$ cat src/shared/rftc_pkg.sv
// Constants and carrier types for the RF tuning configuration bank
package rftc_pkg;

  // Bus geometry
  localparam int APB_AW = 8;
  localparam int APB_DW = 32;
  localparam int REG_W = 8;

  // Register indices; the byte address is four times the index
  localparam logic [7:0] IDX_PLL_CAL = 8'h1b;
  localparam logic [7:0] IDX_OUT_POWER = 8'h1c;
  localparam logic [7:0] IDX_MATCH = 8'h1d;
  localparam logic [7:0] IDX_IQ_SKEW = 8'h1e;
  localparam logic [7:0] IDX_IQ_AMP = 8'h1f;
  localparam logic [7:0] IDX_SLEEP_MASK = 8'h20;
  localparam logic [7:0] IDX_LOOP_VAL = 8'h21;
  localparam logic [7:0] IDX_LOOP_CTL = 8'h22;
  localparam logic [7:0] IDX_SLEEP_POLICY = 8'h3c;

  // Byte addresses
  localparam logic [7:0] ADDR_PLL_CAL = 8'({IDX_PLL_CAL, 2'b00});
  localparam logic [7:0] ADDR_OUT_POWER = 8'({IDX_OUT_POWER, 2'b00});
  localparam logic [7:0] ADDR_MATCH = 8'({IDX_MATCH, 2'b00});
  localparam logic [7:0] ADDR_IQ_SKEW = 8'({IDX_IQ_SKEW, 2'b00});
  localparam logic [7:0] ADDR_IQ_AMP = 8'({IDX_IQ_AMP, 2'b00});
  localparam logic [7:0] ADDR_SLEEP_MASK = 8'({IDX_SLEEP_MASK, 2'b00});
  localparam logic [7:0] ADDR_LOOP_VAL = 8'({IDX_LOOP_VAL, 2'b00});
  localparam logic [7:0] ADDR_LOOP_CTL = 8'({IDX_LOOP_CTL, 2'b00});
  localparam logic [7:0] ADDR_SLEEP_POLICY = 8'({IDX_SLEEP_POLICY, 2'b00});

  // Field positions
  localparam int HI_MSB = 7;
  localparam int HI_LSB = 4;
  localparam int LO_MSB = 3;
  localparam int LO_LSB = 0;
  localparam int SEED_MSB = 2;
  localparam int CAL_START_BIT = 7;
  localparam int CAL_KEEP_MSB = 6;
  localparam int LOOP_OPEN_BIT = 7;
  localparam int PUMP_FORCE_BIT = 6;
  localparam int OSC_FORCE_BIT = 5;
  localparam int OSC_MSB = 4;
  localparam int POLICY_MSB = 1;

  // Sleep mask bit positions
  localparam int AMPLIFIER_SLEEP = 7;
  localparam int OSCILLATOR_SLEEP = 6;
  localparam int DIVIDER_GROUP_SLEEP = 5;
  localparam int PUMP_SLEEP = 4;
  localparam int FRONT_END_SLEEP = 3;
  localparam int VARIABLE_GAIN_SLEEP = 2;
  localparam int IMAGE_FILTER_SLEEP = 1;
  localparam int CONVERTER_SLEEP = 0;

  // Codes
  localparam logic [1:0] SLEEP_POLICY_MANUAL = 2'h2;
  localparam logic [3:0] SEED_OFFSET = 4'h1;

  // Field reset values
  localparam logic [2:0] RST_SEED = 3'h5;
  localparam logic [3:0] RST_STRONG = 4'h0;
  localparam logic [3:0] RST_WEAK = 4'hf;
  localparam logic [3:0] RST_CAP = 4'h0;
  localparam logic [7:0] RST_TRIM = 8'h00;
  localparam logic [7:0] RST_SLEEP_MASK = 8'h00;
  localparam logic [3:0] RST_DAC_FORCED = 4'h4;
  localparam logic [3:0] RST_PUMP_FORCED = 4'hd;
  localparam logic [4:0] RST_OSC_FORCED = 5'h10;
  localparam logic [1:0] RST_POLICY = 2'h0;

  // Register reset values
  localparam logic [7:0] RST_PLL_CAL = {5'h00, RST_SEED};
  localparam logic [7:0] RST_OUT_POWER = {RST_STRONG, RST_WEAK};
  localparam logic [7:0] RST_MATCH = {RST_CAP, RST_CAP};
  localparam logic [7:0] RST_LOOP_VAL = {RST_DAC_FORCED, RST_PUMP_FORCED};
  localparam logic [7:0] RST_LOOP_CTL = {3'h0, RST_OSC_FORCED};

  // Values delivered by the calibration engine
  typedef struct packed {
    logic [3:0] cal_dac;
    logic [3:0] pump_current;
    logic [4:0] osc_array;
  } rftc_calib_t;

  // Settings driven into the analog front end
  typedef struct packed {
    logic [3:0] dac_seed_start;
    logic [3:0] strong_array_level;
    logic [3:0] weak_array_level;
    logic [3:0] rx_match_cap;
    logic [3:0] tx_match_cap;
    logic [7:0] phase_trim;
    logic [7:0] gain_trim;
    logic [7:0] block_sleep;
    logic loop_open;
    logic [3:0] cal_dac_value;
    logic [3:0] pump_current;
    logic [4:0] osc_array;
  } rftc_analog_t;

endpackage

$ cat src/rtl/rftc_config_regs.sv
// APB register bank for the transceiver tuning and test settings
// How it works
// - Seed field picks calibration DAC start value code plus one; resets to 5.
// - Upper power nibble sets strong array level, zero is off; resets to 0.
// - Lower power nibble sets weak array level, zero is off; resets to 15.
// - Upper matching nibble selects receive capacitor code; resets to 0.
// - Lower matching nibble selects transmit capacitor code; resets to 0.
// - Phase trim is an 8-bit signed value passed through; resets to 0.
// - Gain trim is an 8-bit signed value passed through; resets to 0.
// - Mask bits 7..4 sleep amplifier, oscillator, divider, pump in policy 2.
// - Mask bits 3..0 sleep front end, VGA, filter, converter in policy 2.
// - Forced DAC nibble resets to 4 and applies only with loop open.
// - Forced pump current nibble resets to 13.
// - Loop control bit 7 opens the PLL loop when 1; resets to 0.
// - Bit 6 picks forced pump current instead of calibrated one.
// - Bit 5 picks forced 5-bit oscillator array; forced value resets to 16.
// - Writing 1 to calibration bit 7 starts calibration; reads 0 when idle.
//
// Implementation choice: the APB interface to the registers.
`timescale 1ns/1ps
module rftc_config_regs #(
  parameter int CAL_CYCLES = 64
) (
  input wire logic clk,
  input wire logic rst_n,
  input wire logic psel,
  input wire logic penable,
  input wire logic pwrite,
  input wire logic [rftc_pkg::APB_AW-1:0] paddr,
  input wire logic [rftc_pkg::APB_DW-1:0] pwdata,
  input wire logic [3:0] pstrb,
  output logic [rftc_pkg::APB_DW-1:0] prdata,
  output logic pready,
  output logic pslverr,
  input wire rftc_pkg::rftc_calib_t calib,
  output rftc_pkg::rftc_analog_t analog,
  output logic cal_start
);

  localparam logic [15:0] CAL_LAST = 16'(CAL_CYCLES - 1);

  logic [7:0] pll_calibration_setup;
  logic [7:0] output_power_levels;
  logic [7:0] antenna_tuning_caps;
  logic [7:0] iq_skew_trim;
  logic [7:0] iq_amplitude_trim;
  logic [7:0] block_sleep_mask;
  logic [7:0] loop_override_values;
  logic [7:0] loop_override_control;
  logic [1:0] sleep_policy;
  logic cal_active;
  logic [15:0] cal_count;
  logic [rftc_pkg::APB_DW-1:0] next_rdata;
  logic next_hit;
  logic setup;
  logic wr_en;
  logic cal_go;
  logic manual_sleep;
  logic [7:0] sleep_gated;
  rftc_pkg::rftc_analog_t next_analog;

  // Bus phase decode; the slave never inserts wait states
  assign setup = psel && !penable;
  assign wr_en = psel && penable && pwrite && pstrb[0];
  assign pready = 1'b1;

  // Read data and address hit for the current address
  always_comb begin
    next_hit = 1'b1;
    next_rdata = '0;
    case (paddr)
      rftc_pkg::ADDR_PLL_CAL: begin
        next_rdata[rftc_pkg::CAL_START_BIT] = cal_active;
        next_rdata[rftc_pkg::CAL_KEEP_MSB:0] =
          pll_calibration_setup[rftc_pkg::CAL_KEEP_MSB:0];
      end
      rftc_pkg::ADDR_OUT_POWER: begin
        next_rdata[rftc_pkg::REG_W-1:0] = output_power_levels;
      end
      rftc_pkg::ADDR_MATCH: begin
        next_rdata[rftc_pkg::REG_W-1:0] = antenna_tuning_caps;
      end
      rftc_pkg::ADDR_IQ_SKEW: begin
        next_rdata[rftc_pkg::REG_W-1:0] = iq_skew_trim;
      end
      rftc_pkg::ADDR_IQ_AMP: begin
        next_rdata[rftc_pkg::REG_W-1:0] = iq_amplitude_trim;
      end
      rftc_pkg::ADDR_SLEEP_MASK: begin
        next_rdata[rftc_pkg::REG_W-1:0] = block_sleep_mask;
      end
      rftc_pkg::ADDR_LOOP_VAL: begin
        next_rdata[rftc_pkg::REG_W-1:0] = loop_override_values;
      end
      rftc_pkg::ADDR_LOOP_CTL: begin
        next_rdata[rftc_pkg::REG_W-1:0] = loop_override_control;
      end
      rftc_pkg::ADDR_SLEEP_POLICY: begin
        next_rdata[rftc_pkg::POLICY_MSB:0] = sleep_policy;
      end
      default: begin
        next_hit = 1'b0;
      end
    endcase
  end

  // Unmapped addresses answer with an error in the access phase
  assign pslverr = psel && penable && !next_hit;

  // Read data is captured in the setup phase, shown in the access phase
  always_ff @(posedge clk) begin
    if (!rst_n) begin
      prdata <= '0;
    end else if (setup) begin
      prdata <= next_rdata;
    end
  end

  // Software writes into the configuration registers
  always_ff @(posedge clk) begin
    if (!rst_n) begin
      pll_calibration_setup <= rftc_pkg::RST_PLL_CAL;
      output_power_levels <= rftc_pkg::RST_OUT_POWER;
      antenna_tuning_caps <= rftc_pkg::RST_MATCH;
      iq_skew_trim <= rftc_pkg::RST_TRIM;
      iq_amplitude_trim <= rftc_pkg::RST_TRIM;
      block_sleep_mask <= rftc_pkg::RST_SLEEP_MASK;
      loop_override_values <= rftc_pkg::RST_LOOP_VAL;
      loop_override_control <= rftc_pkg::RST_LOOP_CTL;
      sleep_policy <= rftc_pkg::RST_POLICY;
    end else if (wr_en) begin
      case (paddr)
        rftc_pkg::ADDR_PLL_CAL: begin
          // Start bit is never stored; it reads back as the busy flag
          pll_calibration_setup <=
            {1'b0, pwdata[rftc_pkg::CAL_KEEP_MSB:0]};
        end
        rftc_pkg::ADDR_OUT_POWER: begin
          output_power_levels <= pwdata[rftc_pkg::REG_W-1:0];
        end
        rftc_pkg::ADDR_MATCH: begin
          antenna_tuning_caps <= pwdata[rftc_pkg::REG_W-1:0];
        end
        rftc_pkg::ADDR_IQ_SKEW: begin
          iq_skew_trim <= pwdata[rftc_pkg::REG_W-1:0];
        end
        rftc_pkg::ADDR_IQ_AMP: begin
          iq_amplitude_trim <= pwdata[rftc_pkg::REG_W-1:0];
        end
        rftc_pkg::ADDR_SLEEP_MASK: begin
          block_sleep_mask <= pwdata[rftc_pkg::REG_W-1:0];
        end
        rftc_pkg::ADDR_LOOP_VAL: begin
          loop_override_values <= pwdata[rftc_pkg::REG_W-1:0];
        end
        rftc_pkg::ADDR_LOOP_CTL: begin
          loop_override_control <= pwdata[rftc_pkg::REG_W-1:0];
        end
        rftc_pkg::ADDR_SLEEP_POLICY: begin
          sleep_policy <= pwdata[rftc_pkg::POLICY_MSB:0];
        end
        default: begin
        end
      endcase
    end
  end

  // A start request counts only as a rise of the busy bit
  assign cal_go = wr_en && (paddr == rftc_pkg::ADDR_PLL_CAL) &&
                  pwdata[rftc_pkg::CAL_START_BIT] && !cal_active;

  // Calibration run: pulse the start, then stay busy for a fixed time
  always_ff @(posedge clk) begin
    if (!rst_n) begin
      cal_active <= 1'b0;
      cal_count <= 16'h0000;
      cal_start <= 1'b0;
    end else begin
      cal_start <= cal_go;
      if (cal_go) begin
        cal_active <= 1'b1;
        cal_count <= 16'h0000;
      end else if (cal_active) begin
        if (cal_count == CAL_LAST) begin
          cal_active <= 1'b0;
        end else begin
          cal_count <= cal_count + 16'h0001;
        end
      end
    end
  end

  // Sleep mask only counts in the manual sleep policy
  assign manual_sleep = (sleep_policy == rftc_pkg::SLEEP_POLICY_MANUAL);
  for (genvar i = 0; i < rftc_pkg::REG_W; i++) begin : g_sleep
    assign sleep_gated[i] = manual_sleep && block_sleep_mask[i];
  end

  // Settings for the analog side, decoded from the registers
  always_comb begin
    next_analog.dac_seed_start =
      {1'b0, pll_calibration_setup[rftc_pkg::SEED_MSB:0]} +
      rftc_pkg::SEED_OFFSET;
    next_analog.strong_array_level =
      output_power_levels[rftc_pkg::HI_MSB:rftc_pkg::HI_LSB];
    next_analog.weak_array_level =
      output_power_levels[rftc_pkg::LO_MSB:rftc_pkg::LO_LSB];
    next_analog.rx_match_cap =
      antenna_tuning_caps[rftc_pkg::HI_MSB:rftc_pkg::HI_LSB];
    next_analog.tx_match_cap =
      antenna_tuning_caps[rftc_pkg::LO_MSB:rftc_pkg::LO_LSB];
    next_analog.phase_trim = iq_skew_trim;
    next_analog.gain_trim = iq_amplitude_trim;
    next_analog.block_sleep = sleep_gated;
    next_analog.loop_open =
      loop_override_control[rftc_pkg::LOOP_OPEN_BIT];
    next_analog.cal_dac_value = calib.cal_dac;
    if (loop_override_control[rftc_pkg::LOOP_OPEN_BIT]) begin
      next_analog.cal_dac_value =
        loop_override_values[rftc_pkg::HI_MSB:rftc_pkg::HI_LSB];
    end
    next_analog.pump_current = calib.pump_current;
    if (loop_override_control[rftc_pkg::PUMP_FORCE_BIT]) begin
      next_analog.pump_current =
        loop_override_values[rftc_pkg::LO_MSB:rftc_pkg::LO_LSB];
    end
    next_analog.osc_array = calib.osc_array;
    if (loop_override_control[rftc_pkg::OSC_FORCE_BIT]) begin
      next_analog.osc_array =
        loop_override_control[rftc_pkg::OSC_MSB:0];
    end
  end

  // Registered drive into the analog front end
  always_ff @(posedge clk) begin
    if (!rst_n) begin
      analog <= '0;
    end else begin
      analog <= next_analog;
    end
  end
endmodule

$ cat config.mk
export PLATFORM = sky130hd
export DESIGN_NAME = rftc_config_regs
export DESIGN_NICKNAME = d
export VERILOG_FILES = /design/src/shared/rftc_pkg.sv /design/src/rtl/rftc_config_regs.sv
export SDC_FILE = /design/constraint.sdc
export NUM_CORES = 1
export LEC_CHECK = 0
export BUFFER_PORTS_ARGS = -buffer_cell sky130_fd_sc_hd__buf_2
export CAP_MARGIN = 20
export CORE_MARGIN = 3
export CORE_UTILIZATION = 48
export DETAILED_ROUTE_END_ITERATION = 6
export PLACE_DENSITY = 0.83
export SYNTH_ARGS = -nofsm -noshare
export SYNTH_HDL_FRONTEND = slang
export SYNTH_SLANG_ARGS = --single-unit
$ cat constraint.sdc
create_clock -name clk -period 2.07 [get_ports clk]
set_input_delay 0.414 -clock clk [delete_from_list [all_inputs] [get_ports clk]]
set_output_delay 0.414 -clock clk [all_outputs]
set_load 0.05 [all_outputs]
# == Yosys cells after proc, flatten, opt, wreduce, memory -nomap -nowiden ==
# Index checks and enable logic that the tools add are counted.
# op_classes
n_addsub,2
muxes,9
n_bitwise,2
n_eq_ne,11
reduce_logical,31
# op_table
op,count
6-bit one-hot mux with 8 select lines,1
"8-bit by 7-bit equality test with 1-bit output, second input constant",5
"8-bit equality test, second input constant",4
2-bit AND reduction,10
2-bit one-hot mux with 9 select lines,1
"16-bit by 1-bit adder with 16-bit output, second input constant",1
"16-bit by 6-bit equality test with 1-bit output, second input constant",1
1-bit logical AND,16
9-bit OR reduction,1
4-bit two-way mux,2
5-bit two-way mux,1
"3-bit by 1-bit adder with 4-bit output, second input constant",1
1-bit two-way mux,4
1-bit zero test,3
"2-bit equality test, second input constant",1
1-bit inverter,2
2-bit OR reduction,1
# totals
register_bits,149
wordCells,80

# == Depth between registers and ports, before layout ==
# depth
depth_word,7
depth_mapped,7

# == Worst setup path after synthesis ==
# No wires, ideal clock.
# synth_timing
path_type,input to output
start,in paddr[2] (netlist bit)
end,out pslverr
path_slack_ps,-716
path_buffers,2
arrival_time_ps,2372
required_ps,1656
cell_stages,5
cell_sequence,buf_6 -> clkbuf_1 -> and2_1 -> o22ai_1 -> a211oi_1
# synth_via
elab_chain_cells,5
word_cells_on_any_way,13
classes_between,9 x eq/ne; 1 x mux; 3 x reduce/logical
# synth_lines
element,line,source
start: declaration,rftc_config_regs.sv:29,"input wire logic [rftc_pkg::APB_AW-1:0] paddr,"
8-bit by 7-bit equality test with 1-bit output or 8-bit equality test (tied branches),rftc_config_regs.sv:71,case (paddr)
9-bit OR reduction (no line) (*),n/a,
1-bit two-way mux (*),rftc_config_regs.sv:71,
1-bit zero test (*),rftc_config_regs.sv:108,assign pslverr = psel && penable && !next_hit;
1-bit logical AND (*),rftc_config_regs.sv:108,
end: declaration,rftc_config_regs.sv:34,"output logic pslverr,"
# Mark *: on every way between the ends. The rest lies on a longest branch, timed or not.

# == Worst setup path after layout ==
# layout_timing
start,in paddr[4] (netlist bit)
end,out pslverr
# The elaborated chain is that of the path after synthesis.

==> qor_table.md <==
| Quantity | Value | Unit |
| --- | --- | --- |
| Antenna Cells | 0 | - |
| Netlist area before placement | 0.006232 | mm^2 |
| Number of endpoints with negative hold slack in the final report | 0 | - |
| Insertion delay of the later-clocked pin in the worst-skew pair | 0.42 | ns |
| Top Family by Delay on Critical Path | simple AND/OR/NAND/NOR gates | - |
| Type of origin of the critical path | input pin | - |
| Starting Density | 0.5041 | - |
| Critical path required time | 1.66 | ns |
| Post-synth top area cell | sky130_fd_sc_hd__dfxtp_1 | - |
| Slack of the worst reg-to-reg path | 0.32 | ns |
| Via density per instance | 5.453 | - |
| Leak | 0.003240 | uW |
| Net count reported at finish | 827 | - |
| Critical Path Sink Type | output pin | - |
| Grt ovf | 0 | - |
| Drt total wl | 16240 | um |
| Maximum fanout count along the critical path | 3 | - |
| CTS clock-pin slew for the worst setup and hold paths | 0.06 | ns |
| Worst stage delay on the critical path | 0.56 | ns |
| Slew at the pin closest to its max-slew limit | 0.7614 | ns |
| Min Hold Slack | 0.2264 | ns |
| Worst path buffer plus inverter count | 3 | - |
| Number of global-route vias before repair | 5044 | - |
| Rows | 40 | - |
| End-of-flow core utilization | 0.6236 | - |
| Largest clock skew in the final design | 0.007505 | ns |
| Final weighted congestion in routability-driven placement | 0.9366 | - |
| Status | completed | - |
| Yosys top cell area share | 0.4786 | - |
| Total area of multi-input combinational cells | 0.002977 | mm^2 |
| Via count | 5148 | - |
| Power density cells | 805.3 | mW/mm^2 |
| Detail Placement HPWL | 11720 | um |
| Dominant register cell in the synthesized netlist | sky130_fd_sc_hd__dfxtp_1 | - |
| Chip height | 119.9 | um |
| Number of max-slew violations in the final report | 0 | - |
| Post-route minimum period | 2.048 | ns |
| Antenna violations before repair | 1 | - |
| Number of clock buffers inserted by TritonCTS | 17 | - |
| EDFF count, synth | 0 | - |
| Num Clock Sinks | 149 | - |
| Class of the most critical hold timing path | input pin to flip-flop | - |
| Final setup viols | 0 | - |
| IO Count | 155 | - |
| Most common cell after layout, fill and taps aside | sky130_fd_sc_hd__dfxtp_1 | - |
| Setup CP Type | input pin to output pin | - |
| Total of warnings raised by yosys | 0 | - |
| Most area-consuming cells after synthesis | sky130_fd_sc_hd__dfxtp_1 (48%), sky130_fd_sc_hd__mux2i_1 (15%), sky130_fd_sc_hd__nor2_1 (5.1%) | - |
| Number of buffers on the longest clock path | 2 | - |
| Filler cell count | 1008 | - |
| Global-route wire length before repair | 25820 | um |
| Most frequent cells in the layout | sky130_fd_sc_hd__dfxtp_1 (149), sky130_fd_sc_hd__buf_2 (101), sky130_fd_sc_hd__mux2i_1 (96) | - |
| Period Utilization, post-route | 0.9896 | - |
| Layout cell share with drive strength beyond 1 | 0.2668 | - |
| Maximum number of pins on one net before global-route repair | 73 | - |
| Total of buffers placed on input and output ports | 102 | - |
| Floorplan die width | 119.9 | um |
| Standard cell core area | 0.01236 | mm^2 |
| Share of synthesized area occupied by flip-flops and latches | 0.4786 | - |
| Worst slew slack as a fraction of its limit | 0.4924 | - |
| Post-Synthesis Cells | 631 | - |
| Syn avg cell area | 9.877 | um^2 |
| Level count of the clock H-tree | 4 | - |
| Critical path's slowest cell | sky130_fd_sc_hd__or4b_4 | - |
| Sequential standard cell area | 0.002983 | mm^2 |
| CTS root buffer | sky130_fd_sc_hd__clkbuf_16 | - |
| Reported max-cap violation count | 0 | - |
| Critical Path, Cell by Cell | buf_2 > or4b_4 > o22ai_2 > buf_4 > a211oi_4 > buf_6 | - |
| TritonCTS clock tree | yes | - |
| WP data arrival | 1.63 | ns |
| IR drop worst, VDD | 0.6388 | mV |
| Area growth from synthesis to final layout | 23.69 | % |
| DRC viols | 0 | - |
| Cell variety after synth | 55 | - |
| 1st-iter DRT viols | 300 | - |
| Drt wl/cell | 17.20 | um |
| All-layer global routing usage | 0.2281 | - |
| Share of flip-flops with an asynchronous set or reset | 0 | - |
| Die footprint | 0.01439 | mm^2 |
| Synthesized flop and latch total | 149 | - |
| FMAX | 488.2 | MHz |
| Antenna viol nets, final | 0 | - |
| Unrepaired setup endpoints after global routing | false | - |
| First-pass iteration count of the detailed router | 5 | - |
==> tightest hold or removal path, delay by kind of cell <==
kind                   cells  cell delay (ns)
multiplexers               1             0.05
AND/OR/NAND/NOR            1             0.07
buffers and inverters      1             0.07
==> where the power goes <==
part	total [uW]	leakage, uW	switching [uW]	internal [uW]
Clock	2830	0.000265	1260	1560
Sequential	2890	0.00121	4.95	2890
Combinational	489	0.00177	362	127
==> cells by family (layout without fill, tap and decap cells) <==
group,count (synthesis),after routing,synth area share
compound gates,58,58,0.06384
xor+xnor,2,2,0.002811
fa+ha+maj,2,2,0.004015
buf+inv,74,196,0.06404
flops,149,149,0.4786
mux,100,100,0.1692
other cells,2,25,0.001205
simple gates,244,244,0.2162
==> cell usage after synthesis (3+ instances only) <==
cell / instances
sky130_fd_sc_hd__nor2_1: 85
sky130_fd_sc_hd__nor3_1: 5
sky130_fd_sc_hd__a22oi_1: 3
sky130_fd_sc_hd__mux4_2: 3
sky130_fd_sc_hd__nand2_1: 31
sky130_fd_sc_hd__nor4_1: 4
sky130_fd_sc_hd__and2_1: 41
sky130_fd_sc_hd__o2bb2ai_1: 5
sky130_fd_sc_hd__buf_6: 3
sky130_fd_sc_hd__clkbuf_1: 27
sky130_fd_sc_hd__a21oi_1: 14
sky130_fd_sc_hd__and3_1: 7
sky130_fd_sc_hd__or3_1: 5
sky130_fd_sc_hd__inv_1: 9
sky130_fd_sc_hd__nand4_1: 10
sky130_fd_sc_hd__dfxtp_1: 149
sky130_fd_sc_hd__nor3_4: 3
sky130_fd_sc_hd__nand4b_1: 3
sky130_fd_sc_hd__o21ai_0: 7
sky130_fd_sc_hd__buf_2: 4
sky130_fd_sc_hd__nand3_1: 11
sky130_fd_sc_hd__buf_4: 25
sky130_fd_sc_hd__nand2b_1: 4
sky130_fd_sc_hd__nand3b_1: 6
sky130_fd_sc_hd__a2bb2oi_1: 3
sky130_fd_sc_hd__o211ai_1: 5
sky130_fd_sc_hd__o31ai_1: 5
sky130_fd_sc_hd__buf_1: 5
sky130_fd_sc_hd__a32oi_1: 3
sky130_fd_sc_hd__o22ai_1: 4
sky130_fd_sc_hd__or4_1: 10
sky130_fd_sc_hd__nor2b_1: 4
sky130_fd_sc_hd__mux2i_1: 96
==> registers in the layout (all words and copies together), names as in the netlist <==
name                   count
block_sleep_mask           8
cal_count                 16
iq_amplitude_trim          8
analog                    58
output_power_levels        8
pll_calibration_setup      7
loop_override_values       8
sleep_policy               2
loop_override_control      8
cal_start                  1
iq_skew_trim               8
antenna_tuning_caps        8
prdata                     8
cal_active                 1
==> metrics by stage <==
| stage | instances | setup slack, ns | power (uW) | cell area (um^2) | TNS, ns |
|---|---|---|---|---|---|
| 2_1_floorplan | 654 | -0.06666 | 3325 | 6347 | -0.4026 |
| 3_3_place_gp | 912 | -0.2208 | 3428 | 7141 | -5.330 |
| 3_5_place_dp | 912 | -0.2481 | 3435 | 7141 | -6.671 |
| 4_1_cts | 944 | 0.001481 | 6239 | 7699 | 0 |
| 5_1_grt | 944 | 0.01873 | 6390 | 7709 | 0 |
| 6_report | 944 | 0.02153 | 6208 | 7709 | 0 |
==> worst paths after layout <==
| check | start | endpoint | cells past startpoint |
|---|---|---|---|
| max reg2reg | cal_count[10]$_SDFFE_PP0P_ | cal_active$_SDFF_PN0_ | 4 |
| min | calib[3] | analog[3]$_SDFF_PN0_ | 3 |
| max | paddr[4] | pslverr | 6 |
| min reg2reg | iq_skew_trim[6]$_SDFFE_PN0P_ | analog[36]$_SDFF_PN0_ | 1 |
==> layer usage <==
layer  global-route usage  vias up  wire length (um)
met5                    0        -                 8
met2               0.3772      199              7912
li1                     -     2429                 -
met4              0.09592        2               461
met1               0.2809     2475              6892
met3              0.06032       43               964
==> cell type report <==
type | count | share of cell area
clock buffers | 18 | 0.05567
multi-input cells | 431 | 0.3861
flip-flops and latches | 149 | 0.3870
repair buffers | 154 | 0.1242
inverters | 10 | 0.004869
well taps | 168 | 0.02727
clock inverters | 14 | 0.01493
==> repair_timing <==
action	in CTS	in global routing
setup buffers	0	0
endpoints found under the setup margin	1	1
endpoints found under the hold margin	0	0
gates cloned	0	0
gates resized for setup	4	2
hold buffers	0	0
No activity file was read; power rests on OpenSTA's default activity.
